## src/half_bridge_pkg.sv

```systemverilog
// constants and types shared by the half-bridge input control logic
package half_bridge_pkg;

  // ==========================================================
  // timing
  localparam int CLK_KHZ      = 25000;
  localparam int TOFF_US      = 30;
  localparam int TOFF_CYC     = TOFF_US * CLK_KHZ / 1000;
  localparam int SSC_KHZ      = 1300;
  localparam int SSC_PCT      = 12;
  localparam int SSC_HALF_CYC = CLK_KHZ / (2 * SSC_KHZ);
  localparam int SSC_STEP     = (2 * SSC_PCT + SSC_HALF_CYC - 1) / SSC_HALF_CYC;

  // ==========================================================
  // register offsets
  localparam logic [7:0] CMD_OFS     = 8'h00;
  localparam logic [7:0] PIN_CTL_OFS = 8'h04;
  localparam logic [7:0] COMBINE_OFS = 8'h08;
  localparam logic [7:0] SHAPING_OFS = 8'h0c;
  localparam logic [7:0] STATUS_OFS  = 8'h10;

  // ==========================================================
  // field positions and keys
  localparam logic [7:0] UNLOCK_KEY   = 8'h5a;
  localparam int         DIS_BIT      = 0;
  localparam int         LVL_BIT      = 1;
  localparam int         SLEW_LSB     = 0;
  localparam int         SPREAD_BIT   = 3;
  localparam int         TRIP_LSB     = 4;

  // ==========================================================
  // reset values and the hardwired slew pin limit
  localparam logic [1:0] PIN_CTL_RST  = 2'h0;
  localparam logic [1:0] COMBINE_RST  = 2'h0;
  localparam logic [6:0] SHAPING_RST  = 7'h00;
  localparam logic [2:0] SLEW_RST     = 3'h0;
  localparam logic [2:0] SLEW_PIN_MAX = 3'h5;
  localparam logic [9:0] TOFF_RST     = 10'h000;
  localparam logic signed [5:0] SSC_RST = 6'sh00;

  // ==========================================================
  // types
  typedef enum logic [2:0]
  {
    ST_SLEEP   = 3'b001,
    ST_STANDBY = 3'b010,
    ST_ACTIVE  = 3'b100
  } dev_state_t;

  typedef struct packed
  {
    logic       serial_variant;
    logic       ext_logic_supply;
    logic       sleep_request_low;
    logic       output_disable;
    logic       drive_level;
    logic       logic_supply_ok;
    logic       trip_compare;
    logic       high_side_on;
    logic       trip_pin_enable;
    logic [2:0] slew_setting_pin;
  } pin_in_t;

  typedef struct packed
  {
    logic [23:0] zero;
    logic        init_pending;
    logic        serial_variant;
    logic        mirror_active;
    logic        toff_active;
    logic        unlocked;
    dev_state_t  state;
  } status_t;

endpackage

```

## src/half_bridge_input_control.sv

```systemverilog
// input decode, pin/register combine, slew, trip off-time and spread clocking for a half bridge
//
// The implementer's own choices: the register addresses and the APB interface to the registers.
`timescale 1ns/1ns

module half_bridge_input_control
  import half_bridge_pkg::*;
(
  // clock and reset
  input  wire logic        clock,
  input  wire logic        rstn,
  // apb slave
  input  wire logic        psel,
  input  wire logic        penable,
  input  wire logic        pwrite,
  input  wire logic [7:0]  paddr,
  input  wire logic [31:0] pwdata,
  output logic      [31:0] prdata,
  output logic             pready,
  output logic             pslverr,
  // device pins and straps
  input  wire pin_in_t     pins,
  // bridge and analog control
  output dev_state_t       device_state,
  output logic             bridge_drive_en,
  output logic             bridge_level,
  output logic             offstate_diag_en,
  output logic             current_mirror_output,
  output logic      [2:0]  slew_select,
  output logic signed [5:0] spread_offset
);

  // ==========================================================
  // declarations
  pin_in_t          pin_meta_r;
  pin_in_t          pin_s;
  logic             unlocked_r;
  logic [1:0]       pin_ctl_r;
  logic [1:0]       combine_r;
  logic [6:0]       shaping_r;
  logic [2:0]       slew_hw_r;
  logic             init_pending_r;
  logic [9:0]       toff_cnt_r;
  logic [9:0]       toff_nxt;
  logic             dis_prev_r;
  logic             lvl_prev_r;
  logic             spread_up_r;
  logic signed [5:0] spread_nxt;
  logic             spread_up_nxt;
  dev_state_t       state_r;
  dev_state_t       state_nxt;
  logic             drive_en_r;
  logic             level_r;
  logic             diag_r;
  logic             mirror_r;
  logic [2:0]       slew_r;
  logic signed [5:0] spread_r;
  logic [31:0]      prdata_r;
  logic             pready_r;
  logic             pslverr_r;
  status_t          status;

  // ==========================================================
  // pin synchroniser
  always_ff @(posedge clock or negedge rstn)
  begin
    if (!rstn)
    begin
      pin_meta_r <= '0;
      pin_s      <= '0;
    end
    else
    begin
      pin_meta_r <= pins;
      pin_s      <= pin_meta_r;
    end
  end

  // ==========================================================
  // apb decode
  wire setup_phase = psel && !penable;
  wire access_ok   = psel && penable && pready_r;
  wire wr_en       = access_ok && pwrite;
  wire hit_cmd     = paddr == CMD_OFS;
  wire hit_pin     = paddr == PIN_CTL_OFS;
  wire hit_comb    = paddr == COMBINE_OFS;
  wire hit_shape   = paddr == SHAPING_OFS;
  wire hit_stat    = paddr == STATUS_OFS;
  wire mapped      = hit_cmd || hit_pin || hit_comb || hit_shape || hit_stat;
  wire wr_cmd      = wr_en && hit_cmd;
  wire wr_pin      = wr_en && hit_pin;
  wire wr_comb     = wr_en && hit_comb;
  wire wr_shape    = wr_en && hit_shape;

  assign status = '{zero: 24'h000000, init_pending: init_pending_r, serial_variant: pin_s.serial_variant,
                    mirror_active: mirror_r, toff_active: toff_cnt_r != TOFF_RST, unlocked: unlocked_r,
                    state: state_r};

  wire [31:0] rd_data = hit_pin   ? {30'h00000000, pin_ctl_r} :
                        hit_comb  ? {30'h00000000, combine_r} :
                        hit_shape ? {25'h0000000, shaping_r} :
                        hit_stat  ? 32'(status) : 32'h00000000;

  // ==========================================================
  // register file
  always_ff @(posedge clock or negedge rstn)
  begin
    if (!rstn)
    begin
      unlocked_r <= 1'b0;
      pin_ctl_r  <= PIN_CTL_RST;
      combine_r  <= COMBINE_RST;
      shaping_r  <= SHAPING_RST;
      prdata_r   <= 32'h00000000;
      pready_r   <= 1'b0;
      pslverr_r  <= 1'b0;
    end
    else
    begin
      if (wr_cmd)
        unlocked_r <= pwdata[7:0] == UNLOCK_KEY;
      if (wr_pin)
        pin_ctl_r <= pwdata[1:0];
      if (wr_comb)
        combine_r <= pwdata[1:0];
      if (wr_shape)
        shaping_r <= pwdata[6:0];
      if (setup_phase && !pwrite)
        prdata_r <= rd_data;
      pready_r  <= setup_phase;
      pslverr_r <= setup_phase && !mapped;
    end
  end

  // ==========================================================
  // input combine
  wire ext_mode   = pin_s.serial_variant && pin_s.ext_logic_supply;
  wire sleep_eff  = ext_mode ? 1'b1 : pin_s.sleep_request_low;
  wire powered    = !ext_mode || pin_s.logic_supply_ok;
  wire sel_dis    = combine_r[DIS_BIT];
  wire sel_lvl    = combine_r[LVL_BIT];
  wire reg_output_disable = pin_ctl_r[DIS_BIT];
  wire reg_drive_level    = pin_ctl_r[LVL_BIT];
  wire dis_comb   = sel_dis ? (pin_s.output_disable & reg_output_disable)
                            : (pin_s.output_disable | reg_output_disable);
  wire lvl_comb   = sel_lvl ? (pin_s.drive_level & reg_drive_level)
                            : (pin_s.drive_level | reg_drive_level);
  wire use_regs   = unlocked_r && pin_s.serial_variant;
  wire dis_eff    = use_regs ? dis_comb : pin_s.output_disable;
  wire level_eff  = use_regs ? lvl_comb : pin_s.drive_level;
  wire in_change  = (dis_eff != dis_prev_r) || (level_eff != lvl_prev_r);

  // ==========================================================
  // state decode and trip off-time
  assign state_nxt = (!sleep_eff || !powered) ? ST_SLEEP :
                     dis_eff ? ST_STANDBY : ST_ACTIVE;

  wire trip_field  = shaping_r[TRIP_LSB +: 3] != 3'h0;
  wire trip_en     = pin_s.serial_variant ? trip_field : pin_s.trip_pin_enable;
  wire toff_active = toff_cnt_r != TOFF_RST;
  wire next_active = state_nxt == ST_ACTIVE;
  wire trip_start  = trip_en && pin_s.trip_compare && drive_en_r && level_r && !toff_active &&
                     !in_change && next_active && level_eff;

  assign toff_nxt = (in_change || !next_active) ? TOFF_RST :
                    trip_start ? 10'(TOFF_CYC) :
                    toff_active ? toff_cnt_r - 10'h001 : TOFF_RST;

  wire level_nxt  = next_active && level_eff && toff_nxt == TOFF_RST;
  wire diag_nxt   = state_nxt == ST_STANDBY && level_eff;
  wire mirror_nxt = level_nxt && pin_s.high_side_on;

  // ==========================================================
  // slew setting
  wire [2:0] slew_pin_lvl = pin_s.slew_setting_pin > SLEW_PIN_MAX ? SLEW_PIN_MAX : pin_s.slew_setting_pin;
  wire       capture_slew = init_pending_r && state_nxt != ST_SLEEP;
  wire [2:0] slew_nxt     = pin_s.serial_variant ? shaping_r[SLEW_LSB +: 3] : slew_hw_r;

  // ==========================================================
  // spread clocking triangle
  localparam logic signed [5:0] SSC_TOP  = 6'(SSC_PCT);
  localparam logic signed [5:0] SSC_INC  = 6'(SSC_STEP);
  wire spread_on = pin_s.serial_variant && shaping_r[SPREAD_BIT];
  wire signed [5:0] spread_step = spread_up_r ? spread_r + SSC_INC : spread_r - SSC_INC;
  assign spread_nxt    = spread_on ? spread_step : SSC_RST;
  assign spread_up_nxt = !spread_on ? 1'b1 :
                         spread_up_r ? !(spread_step >= SSC_TOP) : (spread_step <= -SSC_TOP);

  // ==========================================================
  // output and state registers
  always_ff @(posedge clock or negedge rstn)
  begin
    if (!rstn)
    begin
      state_r     <= ST_SLEEP;
      drive_en_r  <= 1'b0;
      level_r     <= 1'b0;
      diag_r      <= 1'b0;
      mirror_r    <= 1'b0;
      toff_cnt_r  <= TOFF_RST;
      dis_prev_r  <= 1'b0;
      lvl_prev_r  <= 1'b0;
      slew_r      <= SLEW_RST;
      spread_r    <= SSC_RST;
      spread_up_r <= 1'b1;
    end
    else
    begin
      state_r     <= state_nxt;
      drive_en_r  <= next_active;
      level_r     <= level_nxt;
      diag_r      <= diag_nxt;
      mirror_r    <= mirror_nxt;
      toff_cnt_r  <= toff_nxt;
      dis_prev_r  <= dis_eff;
      lvl_prev_r  <= level_eff;
      slew_r      <= slew_nxt;
      spread_r    <= spread_nxt;
      spread_up_r <= spread_up_nxt;
    end
  end

  // ==========================================================
  // hardwired slew capture at start-up or wake
  always_ff @(posedge clock or negedge rstn)
  begin
    if (!rstn)
    begin
      init_pending_r <= 1'b1;
      slew_hw_r      <= SLEW_RST;
    end
    else
    begin
      if (capture_slew)
        slew_hw_r <= slew_pin_lvl;
      init_pending_r <= state_nxt == ST_SLEEP;
    end
  end

  // ==========================================================
  // outputs
  assign prdata                = prdata_r;
  assign pready                = pready_r;
  assign pslverr               = pslverr_r;
  assign device_state          = state_r;
  assign bridge_drive_en       = drive_en_r;
  assign bridge_level          = level_r;
  assign offstate_diag_en      = diag_r;
  assign current_mirror_output = mirror_r;
  assign slew_select           = slew_r;
  assign spread_offset         = spread_r;
endmodule

```

## config.mk

```make
export PLATFORM = sky130hd
export DESIGN_NAME = half_bridge_input_control
export DESIGN_NICKNAME = d
export VERILOG_FILES = /design/src/half_bridge_pkg.sv /design/src/half_bridge_input_control.sv
export SDC_FILE = /design/constraint.sdc
export NUM_CORES = 1
export LEC_CHECK = 0
export ABC_CLOCK_PERIOD_IN_PS = 2600
export BUFFER_PORTS_ARGS = -buffer_cell sky130_fd_sc_hd__buf_2
export CAP_MARGIN = 20
export CORE_UTILIZATION = 30
export DETAILED_ROUTE_END_ITERATION = 6
export PLACE_DENSITY = 0.62
export SYNTH_ARGS = -nofsm -noshare
export SYNTH_HDL_FRONTEND = slang
export SYNTH_SLANG_ARGS = --single-unit
```

## constraint.sdc

```tcl
create_clock -name clock -period 2.6 [get_ports clock]
set_input_delay 0.13 -clock clock [delete_from_list [all_inputs] [get_ports clock]]
set_output_delay 0.13 -clock clock [all_outputs]
set_load 0.005 [all_outputs]
```

==> results.yml <==
sta:
  hold_slack_ns: 0.0547
  final-setup-viol-count: 0
  slew_violations: 0
  clock-skew-final_ns: 0.00652
  report.final.hold_viol_count: 0
  worstMarginPinSlew_ns: 0.978
  final_critical_delay_including_setup_and_external_delays_ns: 2.30
  max_slew_margin_vs_limit_pct: 34.8
  clock.fmax_mhz: 434
  setup_total_negative_slack_ns: 0
  grt_setup_unrepaired: "false"
  finalCritPeriodShare_pct: 88.6
floorplan:
  die-width_um: 110
  placement_rows: 39
  floorplan.io_pins: 107
  die_area_mm2: 0.0121
  die_h_um: 110
  placeable_core_area_mm2: 0.0114
  initial_core_util_pct: 30.7
critical_path:
  worst_ep_required_ns: 2.83
  critPathMaxFanout: 6
  timing.setup.critical_path_class: "reg -> reg"
  timing.critical_path.cells: "inv_1 > ha_1 > a21o_1 > a21oi_1 > xor2_1 > or3_1 > o31ai_1 > o311ai_0"
  crit_path_top_delay_cell: "sky130_fd_sc_hd__dfstp_2"
  critPathLaunchType: "register"
  critical_path.max_stage_delay_ns: 0.60
  endpoint_kind: "register"
  critical_path_arrival_ns: 2.53
clocking:
  numCtsBuffers: 9
  cts_setup_buffers: 0
  clkSlewWorstSetupHoldPaths_ns: 0.06
  cts_hold_buffers: 14
  cts_tree: "built"
  post_cts_resized: 0
  clock_sinks: 79
  cts.path.max_buffers: 2
  cts-htree-levels: 3
  root_buffer_cell: "sky130_fd_sc_hd__clkbuf_16"
  insertion_delay_ns: 0.33
global_route:
  gr-total-overflow: 0
  grt_antenna_before_repair: 0
  vias_in_the_first_global_route: 2335
  grt_util_all_layers_pct: 12.2
  grt_first_pass_wirelength_um: 11000
  pin_count_of_the_biggest_net_entering_global_routing: 80
layout:
  post_route_cells_drive_above_1_share_pct: 28.5
  area_delta_synth_final_pct: 24.5
  diodes: 0
  num-nets-final: 442
  finish.instance_area_mm2: 0.00434
  nFillCells: 1113
  layoutNonFillerInstCount: 525
yosys:
  synth_area_per_cell_um2: 11.9
  synth_seq_area_share_pct: 56.8
  synth_largest_type_area_fraction_pct: 54.5
  yosys_warnings: 0
  synth_area_leader_cell: "sky130_fd_sc_hd__dfrtp_1"
  synth_commonest_cells: "sky130_fd_sc_hd__dfrtp_1 (76), sky130_fd_sc_hd__buf_4 (25), sky130_fd_sc_hd__nand2_1 (25)"
  syn_inst: 293
  post_synth_main_area_contributors: "sky130_fd_sc_hd__dfrtp_1 (55%), sky130_fd_sc_hd__buf_4 (5.4%), sky130_fd_sc_hd__mux2_2 (4.8%)"
  post_synth_instance_area_mm2: 0.00349
  synth_enable_flop_cells: 0
  synth_top_flop_cell: "sky130_fd_sc_hd__dfrtp_1"
  post-synth-top-count-cell: "sky130_fd_sc_hd__dfrtp_1"
  number_of_library_cell_types_mapped_by_synthesis: 55
  synth_seq_cells: 79
  ys_async_sr_fraction_pct: 100
power_and_ir_drop:
  power_frac_seq_pct: 47.3
  netSwitchingFraction_pct: 23.1
  net-switching-power_uw: 634
  irDropWorstVdd_mv: 0.355
  combinationalPowerShare_pct: 5.4
  power.clock.fraction_pct: 47.3
  powerDensity_mw_per_mm2: 632
  leakage_power_nw: 2.11
  internal_power_mw: 2.11
worst_hold_path:
  timing.hold.worst.class: "in -> reg"
placed_design:
  numPortBuffers: 58
  gp_routability_congestion: 0.783
  post_dp_cell_area_mm2: 0.00389
  dp.cells: 495
  detailed_place_hpwl_um: 4960
flow_run:
  max_capacitance_violation_total: 0
drt:
  drtPass1Iterations: 4
  remaining_drc_errors: 0
  first_iter_violations: 148
  drtAntennaViolNets: 0
  vias: 2373
  wl_um: 6750
  routedWlPerCell_um: 12.9
  post_drt_via_cell_ratio: 4.52
outcome:
  outcome: "completed"
[routing by layer]
layer	vias to the layer above	wire [um]	global-route usage (%)
met2	71	3270	19.7
li1	1151	-	-
met4	0	179	7.05
met3	15	298	3.02
met1	1136	3000	14.7
met5	-	0	0
[critical path, delay by kind of cell (launching register included)]
| kind | cells | cell delay [ns] |
|---|---|---|
| fa+ha+maj | 1 | 0.34 |
| buf+inv | 1 | 0.10 |
| flops | 1 | 0.60 |
| simple gates | 1 | 0.16 |
| compound gates | 4 | 0.73 |
| xor+xnor | 1 | 0.28 |
[stage by stage]
| step | setup slack [ns] | total power, mW | utilization (%) |
|---|---|---|---|
| 6_report | 0.295 | 2.74 | 38.2 |
| 5_1_grt | 0.0718 | 2.87 | 38.2 |
| 4_1_cts | 0.287 | 2.78 | 38.2 |
| 3_5_place_dp | 0.313 | 1.46 | 34.2 |
| 3_3_place_gp | 0.339 | 1.45 | 34.2 |
| 2_1_floorplan | 0.490 | 1.39 | - |
[worst paths after layout]
check / startpoint / endpoint / slack [ns] / cells past startpoint
worst max-delay path: spread_up_r$_DFF_PN1_ / spread_up_r$_DFF_PN1_ / 0.30 / 8
worst min-delay path: pwdata[4] / shaping_r[4]$_DFFE_PN0P_ / 0.05 / 2
worst max register to register: spread_up_r$_DFF_PN1_ / spread_up_r$_DFF_PN1_ / 0.30 / 8
worst min register to register: pin_meta_r[6]$_DFF_PN0_ / pin_s[6]$_DFF_PN0_ / 0.35 / 0
max in group asynchronous: rstn / pin_ctl_r[0]$_DFFE_PN0P_ / 1.48 / 2
min in group asynchronous: rstn / toff_cnt_r[5]$_DFF_PN0_ / 0.50 / 2
[sequential cells by signal, indices dropped and copies added (netlist names)]
name and flops:
toff_cnt_r 10, lvl_prev_r 1, pin_s 12, pin_ctl_r 2, bridge_drive_en 1, prdata 8, init_pending_r 1, pslverr 1
spread_up_r 1, pin_meta_r 12, combine_r 2, spread_offset 6, dis_prev_r 1, current_mirror_output 1, slew_select 3, unlocked_r 1
device_state 3, pready 1, bridge_level 1, shaping_r 7, slew_hw_r 3, offstate_diag_en 1
[logic make-up (layout without fill, tap and decap cells)]
group | after synthesis | count (layout) | synth area share [%]
AO/OA/AOI/OAI | 51 | 51 | 9.54
XOR/XNOR | 9 | 9 | 2.26
adder cells (fa/ha/maj) | 8 | 8 | 3.09
buffers and inverters | 33 | 99 | 6.31
flip-flops | 79 | 79 | 56.8
multiplexers | 18 | 18 | 5.71
other | 1 | 24 | 0.108
AND/OR/NAND/NOR | 94 | 94 | 16.2
[layout by cell type (no fill, tap or decap), types with 7 or more instances in the layout]
| cell | instances |
|---|---|
| sky130_fd_sc_hd__dlygate4sd3_1 | 14 |
| sky130_fd_sc_hd__o21ai_0 | 16 |
| sky130_fd_sc_hd__buf_2 | 57 |
| sky130_fd_sc_hd__a21oi_1 | 13 |
| sky130_fd_sc_hd__ha_1 | 7 |
| sky130_fd_sc_hd__conb_1 | 24 |
| sky130_fd_sc_hd__buf_4 | 7 |
| sky130_fd_sc_hd__nand2_1 | 25 |
| sky130_fd_sc_hd__clkbuf_16 | 9 |
| sky130_fd_sc_hd__mux2_2 | 15 |
| sky130_fd_sc_hd__nor2_1 | 19 |
| sky130_fd_sc_hd__dfrtp_1 | 76 |
[power by group through the flow]
stage	Combinational [mW]	Clock, mW	Sequential, mW
global route	0.172	1.40	1.30
floorplan	0.0797	0	1.31
finish	0.148	1.30	1.30
global placement	0.133	0	1.32
detailed placement	0.136	0	1.32
CTS	0.152	1.33	1.30
[final cells by class]
cell class / instances / area, um^2 / share of cell area (%)
Clock buffer: 9 / 225 / 5.19
Clock inverter: 7 / 86.3 / 1.99
Sequential cell: 79 / 1980 / 45.6
Inverter: 5 / 18.8 / 0.432
Timing Repair Buffer: 78 / 478 / 11.0
Multi-Input combinational cell: 204 / 1370 / 31.6
Tap cell: 143 / 179 / 4.12
(Power assumes the default switching activity.)
